`src/shared/rst_src_pkg.sv`:
```
// Constants, register map and carrier types of the reset source controller.
// Assumes a 40 MHz system clock and an AXI4-Lite register port.
package rst_src_pkg;

    localparam int unsigned CLK_HZ = 40_000_000;

    // Times in nanoseconds
    localparam int unsigned LOW_SUPPLY_MIN_TIME_NS = 1_000;
    localparam int unsigned SOFT_RESET_DELAY_NS    = 2_000;
    localparam int unsigned RESET_PULSE_NS         = 100;
    localparam int unsigned CLK_PERIOD_NS          = 1_000_000_000 / CLK_HZ;

    // Least times round up to whole cycles
    localparam int unsigned LOW_SUPPLY_MIN_CYC =
        (LOW_SUPPLY_MIN_TIME_NS + CLK_PERIOD_NS - 1) / CLK_PERIOD_NS;
    localparam int unsigned SOFT_RESET_DELAY_CYC =
        (SOFT_RESET_DELAY_NS + CLK_PERIOD_NS - 1) / CLK_PERIOD_NS;
    localparam int unsigned RESET_PULSE_CYC =
        (RESET_PULSE_NS + CLK_PERIOD_NS - 1) / CLK_PERIOD_NS;

    // Byte addresses
    localparam logic [7:0] ADDR_THRESHOLD_SELECT = 8'h00;
    localparam logic [7:0] ADDR_RESET_FLAGS      = 8'h04;
    localparam logic [7:0] ADDR_WATCHDOG_CTRL    = 8'h08;
    localparam logic [7:0] ADDR_STATUS           = 8'h0C;

    // Threshold select codes
    localparam logic [7:0] THRESH_POR    = 8'h55;
    localparam logic [7:0] THRESH_CODE_B = 8'h33;
    localparam logic [7:0] THRESH_CODE_C = 8'h99;
    localparam logic [7:0] THRESH_CODE_D = 8'hAA;
    localparam logic [15:0] THRESHOLD_MV = 16'h0C4E;

    // Reset flag register bits
    localparam int unsigned FLAG_WDOG_BIT   = 0;
    localparam int unsigned FLAG_SELECT_BIT = 1;
    localparam int unsigned FLAG_SUPPLY_BIT = 2;
    localparam int unsigned FLAG_IDLE_BIT   = 7;

    // Watchdog control
    localparam logic [7:0] WDOG_CTRL_POR = 8'h53;
    localparam logic [4:0] WDOG_KEY_A    = 5'h0A;
    localparam logic [4:0] WDOG_KEY_B    = 5'h15;

    // Status bits
    localparam int unsigned STAT_PD_BIT = 0;
    localparam int unsigned STAT_TO_BIT = 1;

    localparam logic [1:0] AXI_OKAY   = 2'b00;
    localparam logic [1:0] AXI_SLVERR = 2'b10;

    typedef enum logic [2:0] {
        RST_NONE    = 3'b001,
        RST_FULL    = 3'b010,
        RST_PARTIAL = 3'b100
    } reset_kind_t;

    typedef struct packed {
        logic       soft_pending;
        logic [1:0] soft_cause;
        logic [15:0] soft_cnt;
        logic [15:0] low_cnt;
        logic [7:0] pulse_cnt;
        reset_kind_t kind;
        logic [7:0] threshold_select;
        logic [7:0] wdog_ctrl;
        logic       supply_drop_flag;
        logic       select_corrupt_flag;
        logic       watchdog_ctrl_corrupt_flag;
        logic       idle_sysclk_keep;
        logic       timeout_flag;
        logic       powerdown_flag;
        logic       aw_seen;
        logic       w_seen;
        logic [7:0] aw_addr;
        logic [31:0] w_data;
        logic [3:0] w_strb;
        logic       bvalid;
        logic [1:0] bresp;
        logic       rvalid;
        logic [31:0] rdata;
        logic [1:0] rresp;
        logic       full_reset;
        logic       partial_reset;
    } state_t;

endpackage

```
`src/hdl/reset_source_controller.sv`:
```
// Reset source controller: supply-drop, threshold-select guard, watchdog events.
// Assumes the supply comparator and watchdog counter sit outside; their levels
// and events arrive asynchronously and are synchronised here.
//
// Notes on behaviour
// - Sustained low supply causes reset, sets flag
// - Low supply not exceeding minimum time ignored
// - Four select codes valid, all same threshold
// - Invalid select: delayed reset, restore, flag
// - Supply-drop reset keeps select register contents
// - Select register powers on as 0x55
// - Bit 2 supply-drop flag, software clears
// - Bit 1 select-corrupt flag, software clears
// - Normal-mode timeout sets flag, full reset
// - Sleep timeout: partial reset, sets timeout flag
// - Timeout/powerdown flag values per reset type
// - Power-on resets core state to defaults
// - Timeout and corrupt-code full resets load defaults; partial clears PC
// - Bad watchdog key: delayed reset, bit 0
// - Powerdown flag: halt sets, clear/power clears
//
// Our own choices: the placing of the registers and the AXI4-Lite register port.
`timescale 1ns/100ps
`default_nettype none
module reset_source_controller
    import rst_src_pkg::*;
#(
    parameter int unsigned LOW_MIN_CYC  = LOW_SUPPLY_MIN_CYC,
    parameter int unsigned SOFT_DLY_CYC = SOFT_RESET_DELAY_CYC,
    parameter int unsigned PULSE_CYC    = RESET_PULSE_CYC
) (
    // Clock and reset (rst is power-on reset)
    input  wire logic        clk,
    input  wire logic        rst,
    // Monitored conditions from outside the clock domain
    input  wire logic        low_supply,
    input  wire logic        wdog_timeout,
    // Core events, same clock
    input  wire logic        halt_exec,
    input  wire logic        wdog_clear,
    // Reset outputs
    output logic             full_reset,
    output logic             partial_reset,
    output logic             timeout_flag,
    output logic             powerdown_flag,
    // AXI4-Lite slave
    input  wire logic [7:0]  s_axi_awaddr,
    input  wire logic        s_axi_awvalid,
    output logic             s_axi_awready,
    input  wire logic [31:0] s_axi_wdata,
    input  wire logic [3:0]  s_axi_wstrb,
    input  wire logic        s_axi_wvalid,
    output logic             s_axi_wready,
    output logic [1:0]       s_axi_bresp,
    output logic             s_axi_bvalid,
    input  wire logic        s_axi_bready,
    input  wire logic [7:0]  s_axi_araddr,
    input  wire logic        s_axi_arvalid,
    output logic             s_axi_arready,
    output logic [31:0]      s_axi_rdata,
    output logic [1:0]       s_axi_rresp,
    output logic             s_axi_rvalid,
    input  wire logic        s_axi_rready
);

    // Counter widths bound the parameters; refuse what they cannot hold
    if (LOW_MIN_CYC < 1 || LOW_MIN_CYC > 65535 || SOFT_DLY_CYC < 1 || SOFT_DLY_CYC > 65535
        || PULSE_CYC < 1 || PULSE_CYC > 255) begin : g_bad_param
        $error("reset_source_controller: counter parameter out of range");
    end

    localparam logic [15:0] LOW_MIN_W  = 16'(LOW_MIN_CYC);
    localparam logic [15:0] SOFT_DLY_W = 16'(SOFT_DLY_CYC);
    localparam logic [7:0]  PULSE_W    = 8'(PULSE_CYC);

    // Two-stage synchronisers; only stage two is read
    logic [1:0] low_sync_q;
    logic [1:0] tmo_sync_q;
    logic       tmo_prev_q;
    state_t     s_q;
    state_t     s_d;

    always_ff @(posedge clk) begin
        if (rst) begin
            low_sync_q <= 2'b00;
            tmo_sync_q <= 2'b00;
            tmo_prev_q <= 1'b0;
        end else begin
            low_sync_q <= {low_sync_q[0], low_supply};
            tmo_sync_q <= {tmo_sync_q[0], wdog_timeout};
            tmo_prev_q <= tmo_sync_q[1];
        end
    end

    wire logic low_lvl   = low_sync_q[1];
    wire logic tmo_event = tmo_sync_q[1] & ~tmo_prev_q;

    function automatic logic thresh_valid(input logic [7:0] v);
        thresh_valid = (v == THRESH_POR) || (v == THRESH_CODE_B) ||
                       (v == THRESH_CODE_C) || (v == THRESH_CODE_D);
    endfunction

    function automatic logic key_valid(input logic [4:0] k);
        key_valid = (k == WDOG_KEY_A) || (k == WDOG_KEY_B);
    endfunction

    logic        wr_go;
    logic        rd_go;
    logic        wr_bad;
    logic [31:0] rd_word;
    logic        rd_bad;
    logic [7:0]  wr_byte;
    logic        sw_clr_supply;
    logic        sw_clr_select;
    logic        sw_clr_wdog;
    logic        supply_trip;
    logic        soft_fire;

    always_comb begin
        s_d = s_q;
        wr_go = 1'b0;
        rd_go = 1'b0;
        wr_bad = 1'b0;
        rd_bad = 1'b0;
        rd_word = 32'h0000_0000;
        wr_byte = s_q.w_data[7:0];
        sw_clr_supply = 1'b0;
        sw_clr_select = 1'b0;
        sw_clr_wdog = 1'b0;
        supply_trip = 1'b0;
        soft_fire = 1'b0;

        s_d.full_reset = 1'b0;
        s_d.partial_reset = 1'b0;

        // Bus capture: address and data may come in either order
        if (s_axi_awvalid && !s_q.aw_seen && !s_q.bvalid) begin
            s_d.aw_seen = 1'b1;
            s_d.aw_addr = s_axi_awaddr;
        end
        if (s_axi_wvalid && !s_q.w_seen && !s_q.bvalid) begin
            s_d.w_seen = 1'b1;
            s_d.w_data = s_axi_wdata;
            s_d.w_strb = s_axi_wstrb;
        end
        if (s_q.bvalid && s_axi_bready) begin
            s_d.bvalid = 1'b0;
        end
        if (s_q.rvalid && s_axi_rready) begin
            s_d.rvalid = 1'b0;
        end

        // Write commit, one cycle after both halves are held
        if (s_q.aw_seen && s_q.w_seen && !s_q.bvalid) begin
            wr_go = 1'b1;
            s_d.aw_seen = 1'b0;
            s_d.w_seen = 1'b0;
            s_d.bvalid = 1'b1;
            unique case (s_q.aw_addr)
                ADDR_THRESHOLD_SELECT: begin
                    if (s_q.w_strb[0]) s_d.threshold_select = wr_byte;
                end
                ADDR_RESET_FLAGS: begin
                    if (s_q.w_strb[0]) begin
                        sw_clr_supply = !wr_byte[FLAG_SUPPLY_BIT];
                        sw_clr_select = !wr_byte[FLAG_SELECT_BIT];
                        sw_clr_wdog   = !wr_byte[FLAG_WDOG_BIT];
                        s_d.idle_sysclk_keep = wr_byte[FLAG_IDLE_BIT];
                    end
                end
                ADDR_WATCHDOG_CTRL: begin
                    if (s_q.w_strb[0]) s_d.wdog_ctrl = wr_byte;
                end
                ADDR_STATUS: ;
                default: wr_bad = 1'b1;
            endcase
            s_d.bresp = wr_bad ? AXI_SLVERR : AXI_OKAY;
        end

        // Read path
        if (s_axi_arvalid && !s_q.rvalid) begin
            rd_go = 1'b1;
            unique case (s_axi_araddr)
                ADDR_THRESHOLD_SELECT: rd_word = {24'h00_0000, s_q.threshold_select};
                ADDR_RESET_FLAGS: rd_word = {24'h00_0000, s_q.idle_sysclk_keep, 4'h0,
                                             s_q.supply_drop_flag, s_q.select_corrupt_flag,
                                             s_q.watchdog_ctrl_corrupt_flag};
                ADDR_WATCHDOG_CTRL: rd_word = {24'h00_0000, s_q.wdog_ctrl};
                ADDR_STATUS: rd_word = {THRESHOLD_MV, 14'h0000, s_q.timeout_flag, s_q.powerdown_flag};
                default: rd_bad = 1'b1;
            endcase
            s_d.rvalid = 1'b1;
            s_d.rdata = rd_word;
            s_d.rresp = rd_bad ? AXI_SLVERR : AXI_OKAY;
        end

        // Supply-drop filter: only a low level lasting beyond the minimum trips
        if (low_lvl) begin
            if (s_q.low_cnt < LOW_MIN_W) begin
                s_d.low_cnt = s_q.low_cnt + 16'h0001;
            end else if (s_q.kind == RST_NONE) begin
                supply_trip = 1'b1;
            end
        end else begin
            s_d.low_cnt = 16'h0000;
        end

        // Corrupt-code detection arms the delayed soft reset
        if (!s_q.soft_pending && s_q.kind == RST_NONE) begin
            if (!thresh_valid(s_q.threshold_select)) begin
                s_d.soft_pending = 1'b1;
                s_d.soft_cause = 2'b01;
                s_d.soft_cnt = 16'h0000;
            end else if (!key_valid(s_q.wdog_ctrl[7:3])) begin
                s_d.soft_pending = 1'b1;
                s_d.soft_cause = 2'b10;
                s_d.soft_cnt = 16'h0000;
            end
        end else if (s_q.soft_pending) begin
            if (s_q.soft_cnt + 16'h0001 >= SOFT_DLY_W) begin
                soft_fire = 1'b1;
                s_d.soft_pending = 1'b0;
            end else begin
                s_d.soft_cnt = s_q.soft_cnt + 16'h0001;
            end
        end

        // Powerdown flag from core events
        if (wdog_clear) s_d.powerdown_flag = 1'b0;
        if (halt_exec) s_d.powerdown_flag = 1'b1;

        // Flag clears first so hardware sets below win
        if (sw_clr_supply) s_d.supply_drop_flag = 1'b0;
        if (sw_clr_select) s_d.select_corrupt_flag = 1'b0;
        if (sw_clr_wdog) s_d.watchdog_ctrl_corrupt_flag = 1'b0;

        // Reset sequencing, priority: supply drop, soft reset, watchdog
        if (s_q.kind != RST_NONE) begin
            if (s_q.pulse_cnt + 8'h01 >= PULSE_W) begin
                s_d.kind = RST_NONE;
            end else begin
                s_d.pulse_cnt = s_q.pulse_cnt + 8'h01;
                s_d.full_reset = (s_q.kind == RST_FULL);
                s_d.partial_reset = (s_q.kind == RST_PARTIAL);
            end
        end else if (supply_trip) begin
            s_d.kind = RST_FULL;
            s_d.pulse_cnt = 8'h00;
            s_d.full_reset = 1'b1;
            s_d.supply_drop_flag = 1'b1;
            s_d.soft_pending = 1'b0;
            s_d.wdog_ctrl = WDOG_CTRL_POR;
            // Select register and timeout/powerdown flags keep their values
        end else if (soft_fire) begin
            s_d.kind = RST_FULL;
            s_d.pulse_cnt = 8'h00;
            s_d.full_reset = 1'b1;
            s_d.wdog_ctrl = WDOG_CTRL_POR;
            s_d.threshold_select = THRESH_POR;
            if (s_q.soft_cause == 2'b01) s_d.select_corrupt_flag = 1'b1;
            else s_d.watchdog_ctrl_corrupt_flag = 1'b1;
        end else if (tmo_event) begin
            s_d.pulse_cnt = 8'h00;
            s_d.timeout_flag = 1'b1;
            if (s_q.powerdown_flag) begin
                // Sleep or idle: only PC and stack pointer are cleared
                s_d.kind = RST_PARTIAL;
                s_d.partial_reset = 1'b1;
                s_d.powerdown_flag = 1'b1;
            end else begin
                s_d.kind = RST_FULL;
                s_d.full_reset = 1'b1;
                s_d.wdog_ctrl = WDOG_CTRL_POR;
                s_d.threshold_select = THRESH_POR;
                s_d.soft_pending = 1'b0;
            end
        end
    end

    always_ff @(posedge clk) begin
        if (rst) begin
            s_q <= '0;
            s_q.kind <= RST_FULL;
            s_q.full_reset <= 1'b1;
            s_q.threshold_select <= THRESH_POR;
            s_q.wdog_ctrl <= WDOG_CTRL_POR;
            s_q.timeout_flag <= 1'b0;
            s_q.powerdown_flag <= 1'b0;
        end else begin
            s_q <= s_d;
        end
    end

    // Write channels are ready while their slot is empty and no write response is pending
    assign s_axi_awready  = !s_q.aw_seen && !s_q.bvalid;
    assign s_axi_wready   = !s_q.w_seen && !s_q.bvalid;
    assign s_axi_arready  = !s_q.rvalid;
    assign s_axi_bvalid   = s_q.bvalid;
    assign s_axi_bresp    = s_q.bresp;
    assign s_axi_rvalid   = s_q.rvalid;
    assign s_axi_rdata    = s_q.rdata;
    assign s_axi_rresp    = s_q.rresp;
    assign full_reset     = s_q.full_reset;
    assign partial_reset  = s_q.partial_reset;
    assign timeout_flag   = s_q.timeout_flag;
    assign powerdown_flag = s_q.powerdown_flag;

endmodule // reset_source_controller
`default_nettype wire

```
`config.mk`:
```
export PLATFORM = sky130hd
export DESIGN_NAME = reset_source_controller
export DESIGN_NICKNAME = d
export VERILOG_FILES = /design/src/shared/rst_src_pkg.sv /design/src/hdl/reset_source_controller.sv
export SDC_FILE = /design/constraint.sdc
export NUM_CORES = 1
export LEC_CHECK = 0
export ABC_AREA = 1
export BUFFER_PORTS_ARGS = -buffer_cell sky130_fd_sc_hd__buf_2
export CORE_MARGIN = 2
export CORE_UTILIZATION = 30
export CTS_CLUSTER_DIAMETER = 120
export DETAILED_ROUTE_END_ITERATION = 16
export GPL_TIMING_DRIVEN = 0
export PLACE_DENSITY = 0.57
export SYNTH_ARGS = -nofsm -noshare
export SYNTH_HDL_FRONTEND = slang
export SYNTH_SLANG_ARGS = --single-unit
```
`constraint.sdc`:
```
create_clock -name clk -period 1.9 [get_ports clk]
set_input_delay 0.38 -clock clk [delete_from_list [all_inputs] [get_ports clk]]
set_output_delay 0.38 -clock clk [all_outputs]
set_load 0.03 [all_outputs]
```
==> metrics <==
Ant. Diodes 0; Final Hold Vio Count 0; minimum clock period 1941 ps; crit-path max cell delay 380 ps; outcome complete, but fails checks; ratio of cells with drive above 1 in the final layout 21.66%; DRC violations left 0; worst path cell trace ha_4 -> nand2_4 -> nor2_4 -> buf_4 -> xor2_2 -> nand2_1 -> nand2_1 -> nor2_2 -> nand2_2 -> nand2_4 -> buf_4 -> nor2_2 -> nand3_1 -> a21oi_2; Clock transition at path regs 80 ps; H-tree levels 3; Unique masters post-synth 38; PwrDens 794.6 nW/µm²; HPWL Detailed 8685 µm; RSZ-0062 raised after global routing yes; Synthesis Warnings 0; ys async rst share 0%; failing checks negative setup slack; Slew Limit Fails 0; Die W 132.8 µm; Cell Area, Placed 5622 µm²; #FFs+latches synth 107; sequential share of the synthesized area 43.06%; Cells after Synth 690; initial DRC count 244; clk_skew 12.85 ps; Die ar. 17630 µm²; Core Area 16410 µm²; WP data required 2190 ps; Slew @ Worst Pin 585.7 ps; GRT Overall Usage 13.95%; Max Cap Viol 0; Routed WL 11760 µm; IO Port Bufs 60; HP Class in -> reg; vias per cell 4.347; fmax 0.5152 GHz; setup_tns -69.83 ps; final instance area 6135 µm²; mean cell area of the mapped netlist 7.210 µm²; number of buffers created by CTS 9; vias in the first global route 4119; first-pass GRT wire length 19840 µm; Slowest cell on crit path dfxtp_4; largest net degree at the start of global routing 19; DRT Pass-1 Iters 4; worst skew pair latency 360 ps; Critical Path Start Type register; WL/cell 11.60 µm; Area Growth Syn to Fin 23.31%; initial antenna violation count 0; Post-synth top flop dfxtp_1; commonest cells after routing, fill and taps aside nand2_1, nor2_1, dfxtp_1; Detail Route Antenna Nets 0; worst setup margin -41.09 ps; Setup crit end kind register; Rows 47; commonest non-fill, non-tap cell in the layout nand2_1; Crit Path Class reg -> reg; Max IR drop VDD 0.0004003 V; crit share post-route 102.2%; Max-slew headroom 60.95%; dpl ws -210.4 ps; Pleak 2.715 nW; CP Max Fanout 5; number of synthesized flops with an enable pin 0; CTS tree built; clk root buf clkbuf_16; Finish-stage setup viols 3; Ports 108; critical path arrival 2240 ps; Post-Synthesis Cell Area 4975 µm²; Longest Clk Path Bufs 2; Die Span Y 132.8 µm; GP Congestion 0.8225; TritonCTS Sinks 107; DR vias 4408; Starting Density 30.32%; Final #Nets 856; GRT overflow 0
==> flip-flops by register name (all words and copies together), names as in the netlist <==
register	count
s_axi_bresp	1
s_q	85
full_reset	1
s_axi_bvalid	1
tmo_sync_q	2
s_axi_rdata	9
s_axi_rresp	1
timeout_flag	1
tmo_prev_q	1
powerdown_flag	1
low_sync_q	2
partial_reset	1
s_axi_rvalid	1
==> layout make-up <==
class,count,area (µm²)
buffer,50,337.8
clock buffer,11,242.7
clock inverter,5,67.56
fill,1735,10270
inverter,94,352.8
multi-input combinational,458,2333
sequential,107,2153
tap,220,275.3
timing repair buffer,69,371.6
==> cells in the mapped netlist, drive strengths merged (2+ instances only) <==
cell type | instances | share of area, %
nand2 | 126 | 11
nor2 | 116 | 9.5
dfxtp | 107 | 43
inv | 94 | 7.1
a21oi | 45 | 4.7
o21ai | 43 | 4.3
buf | 40 | 5.9
nand3 | 38 | 4.2
nor3 | 20 | 2.2
nand4 | 16 | 2.0
clkbuf | 10 | 0.83
o22ai | 9 | 1.1
xor2 | 5 | 0.88
ha | 4 | 1.0
o2111ai | 4 | 0.70
nor4 | 3 | 0.50
nor3b | 2 | 0.30
==> report_power, final <==
part           switching, mW  total [mW]  leakage [nW]  internal (mW)
Sequential            0.0647        2.38         0.873           2.31
Combinational          0.333       0.508          1.69          0.174
Clock                  0.907        1.99         0.153           1.08
Total                   1.31        4.87          2.71           3.57
==> stage by stage <==
step           power [mW]  std cells  util [%]  hold slack [ps]
2_1_floorplan       2.783        709         -            388.3
3_3_place_gp        2.925        989     34.26            393.2
3_5_place_dp        2.928        989     34.26            399.1
4_1_cts             4.927       1009     36.75            187.2
5_1_grt             5.078       1014     37.39            186.8
6_report            4.875       1014     37.39            199.2
==> timing repair <==
action                                  in CTS  in global routing
resized for setup                           19                 18
cloned                                       0                  0
endpoints found under the setup margin      50                 52
setup buffers                                4                  5
pin swaps                                    7                  6
hold buffers                                 0                  0
==> critical path: cells and delay by family, from the launching register on <==
kind            cells  cell delay (ps)
flops               1              380
buf+inv             2              300
compound gates      1              110
xor+xnor            1              140
fa+ha+maj           1              150
simple gates        9              780
==> layer usage <==
layer	wire, µm	track usage [%]	up-vias	part of all wire [%]
li1	-	-	2360	-
met1	6001	19.77	1941	51
met2	4944	20.52	91	42
met3	582	2.759	16	4.9
met4	235	6.033	0	2.0
met5	0	0	-	0
==> final timing paths <==
path | from | end | slack, ps | cells after the start
setup / recovery | s_q[135]$_SDFFE_PP0P_ | s_q[90]$_SDFF_PP0_ | -40 | 14
hold / removal | s_axi_bready | s_axi_bvalid$_SDFFE_PP0P_ | 200 | 2
setup reg to reg | s_q[135]$_SDFFE_PP0P_ | s_q[90]$_SDFF_PP0_ | -40 | 14
hold reg to reg | tmo_sync_q[0]$_SDFF_PP0_ | tmo_sync_q[1]$_SDFF_PP0_ | 410 | 2
==> logic make-up (layout without fill, tap and decap cells) <==
group / Yosys count / in the layout / synth area share (%)
xor+xnor: 6 / 6 / 1.056
flops: 107 / 107 / 43.06
simple gates: 321 / 321 / 29.25
fa+ha+maj: 4 / 4 / 1.006
buf+inv: 144 / 229 / 13.81
compound gates: 107 / 107 / 11.75
other cells: 1 / 20 / 0.07538
Power figures use the tool's default switching activity.
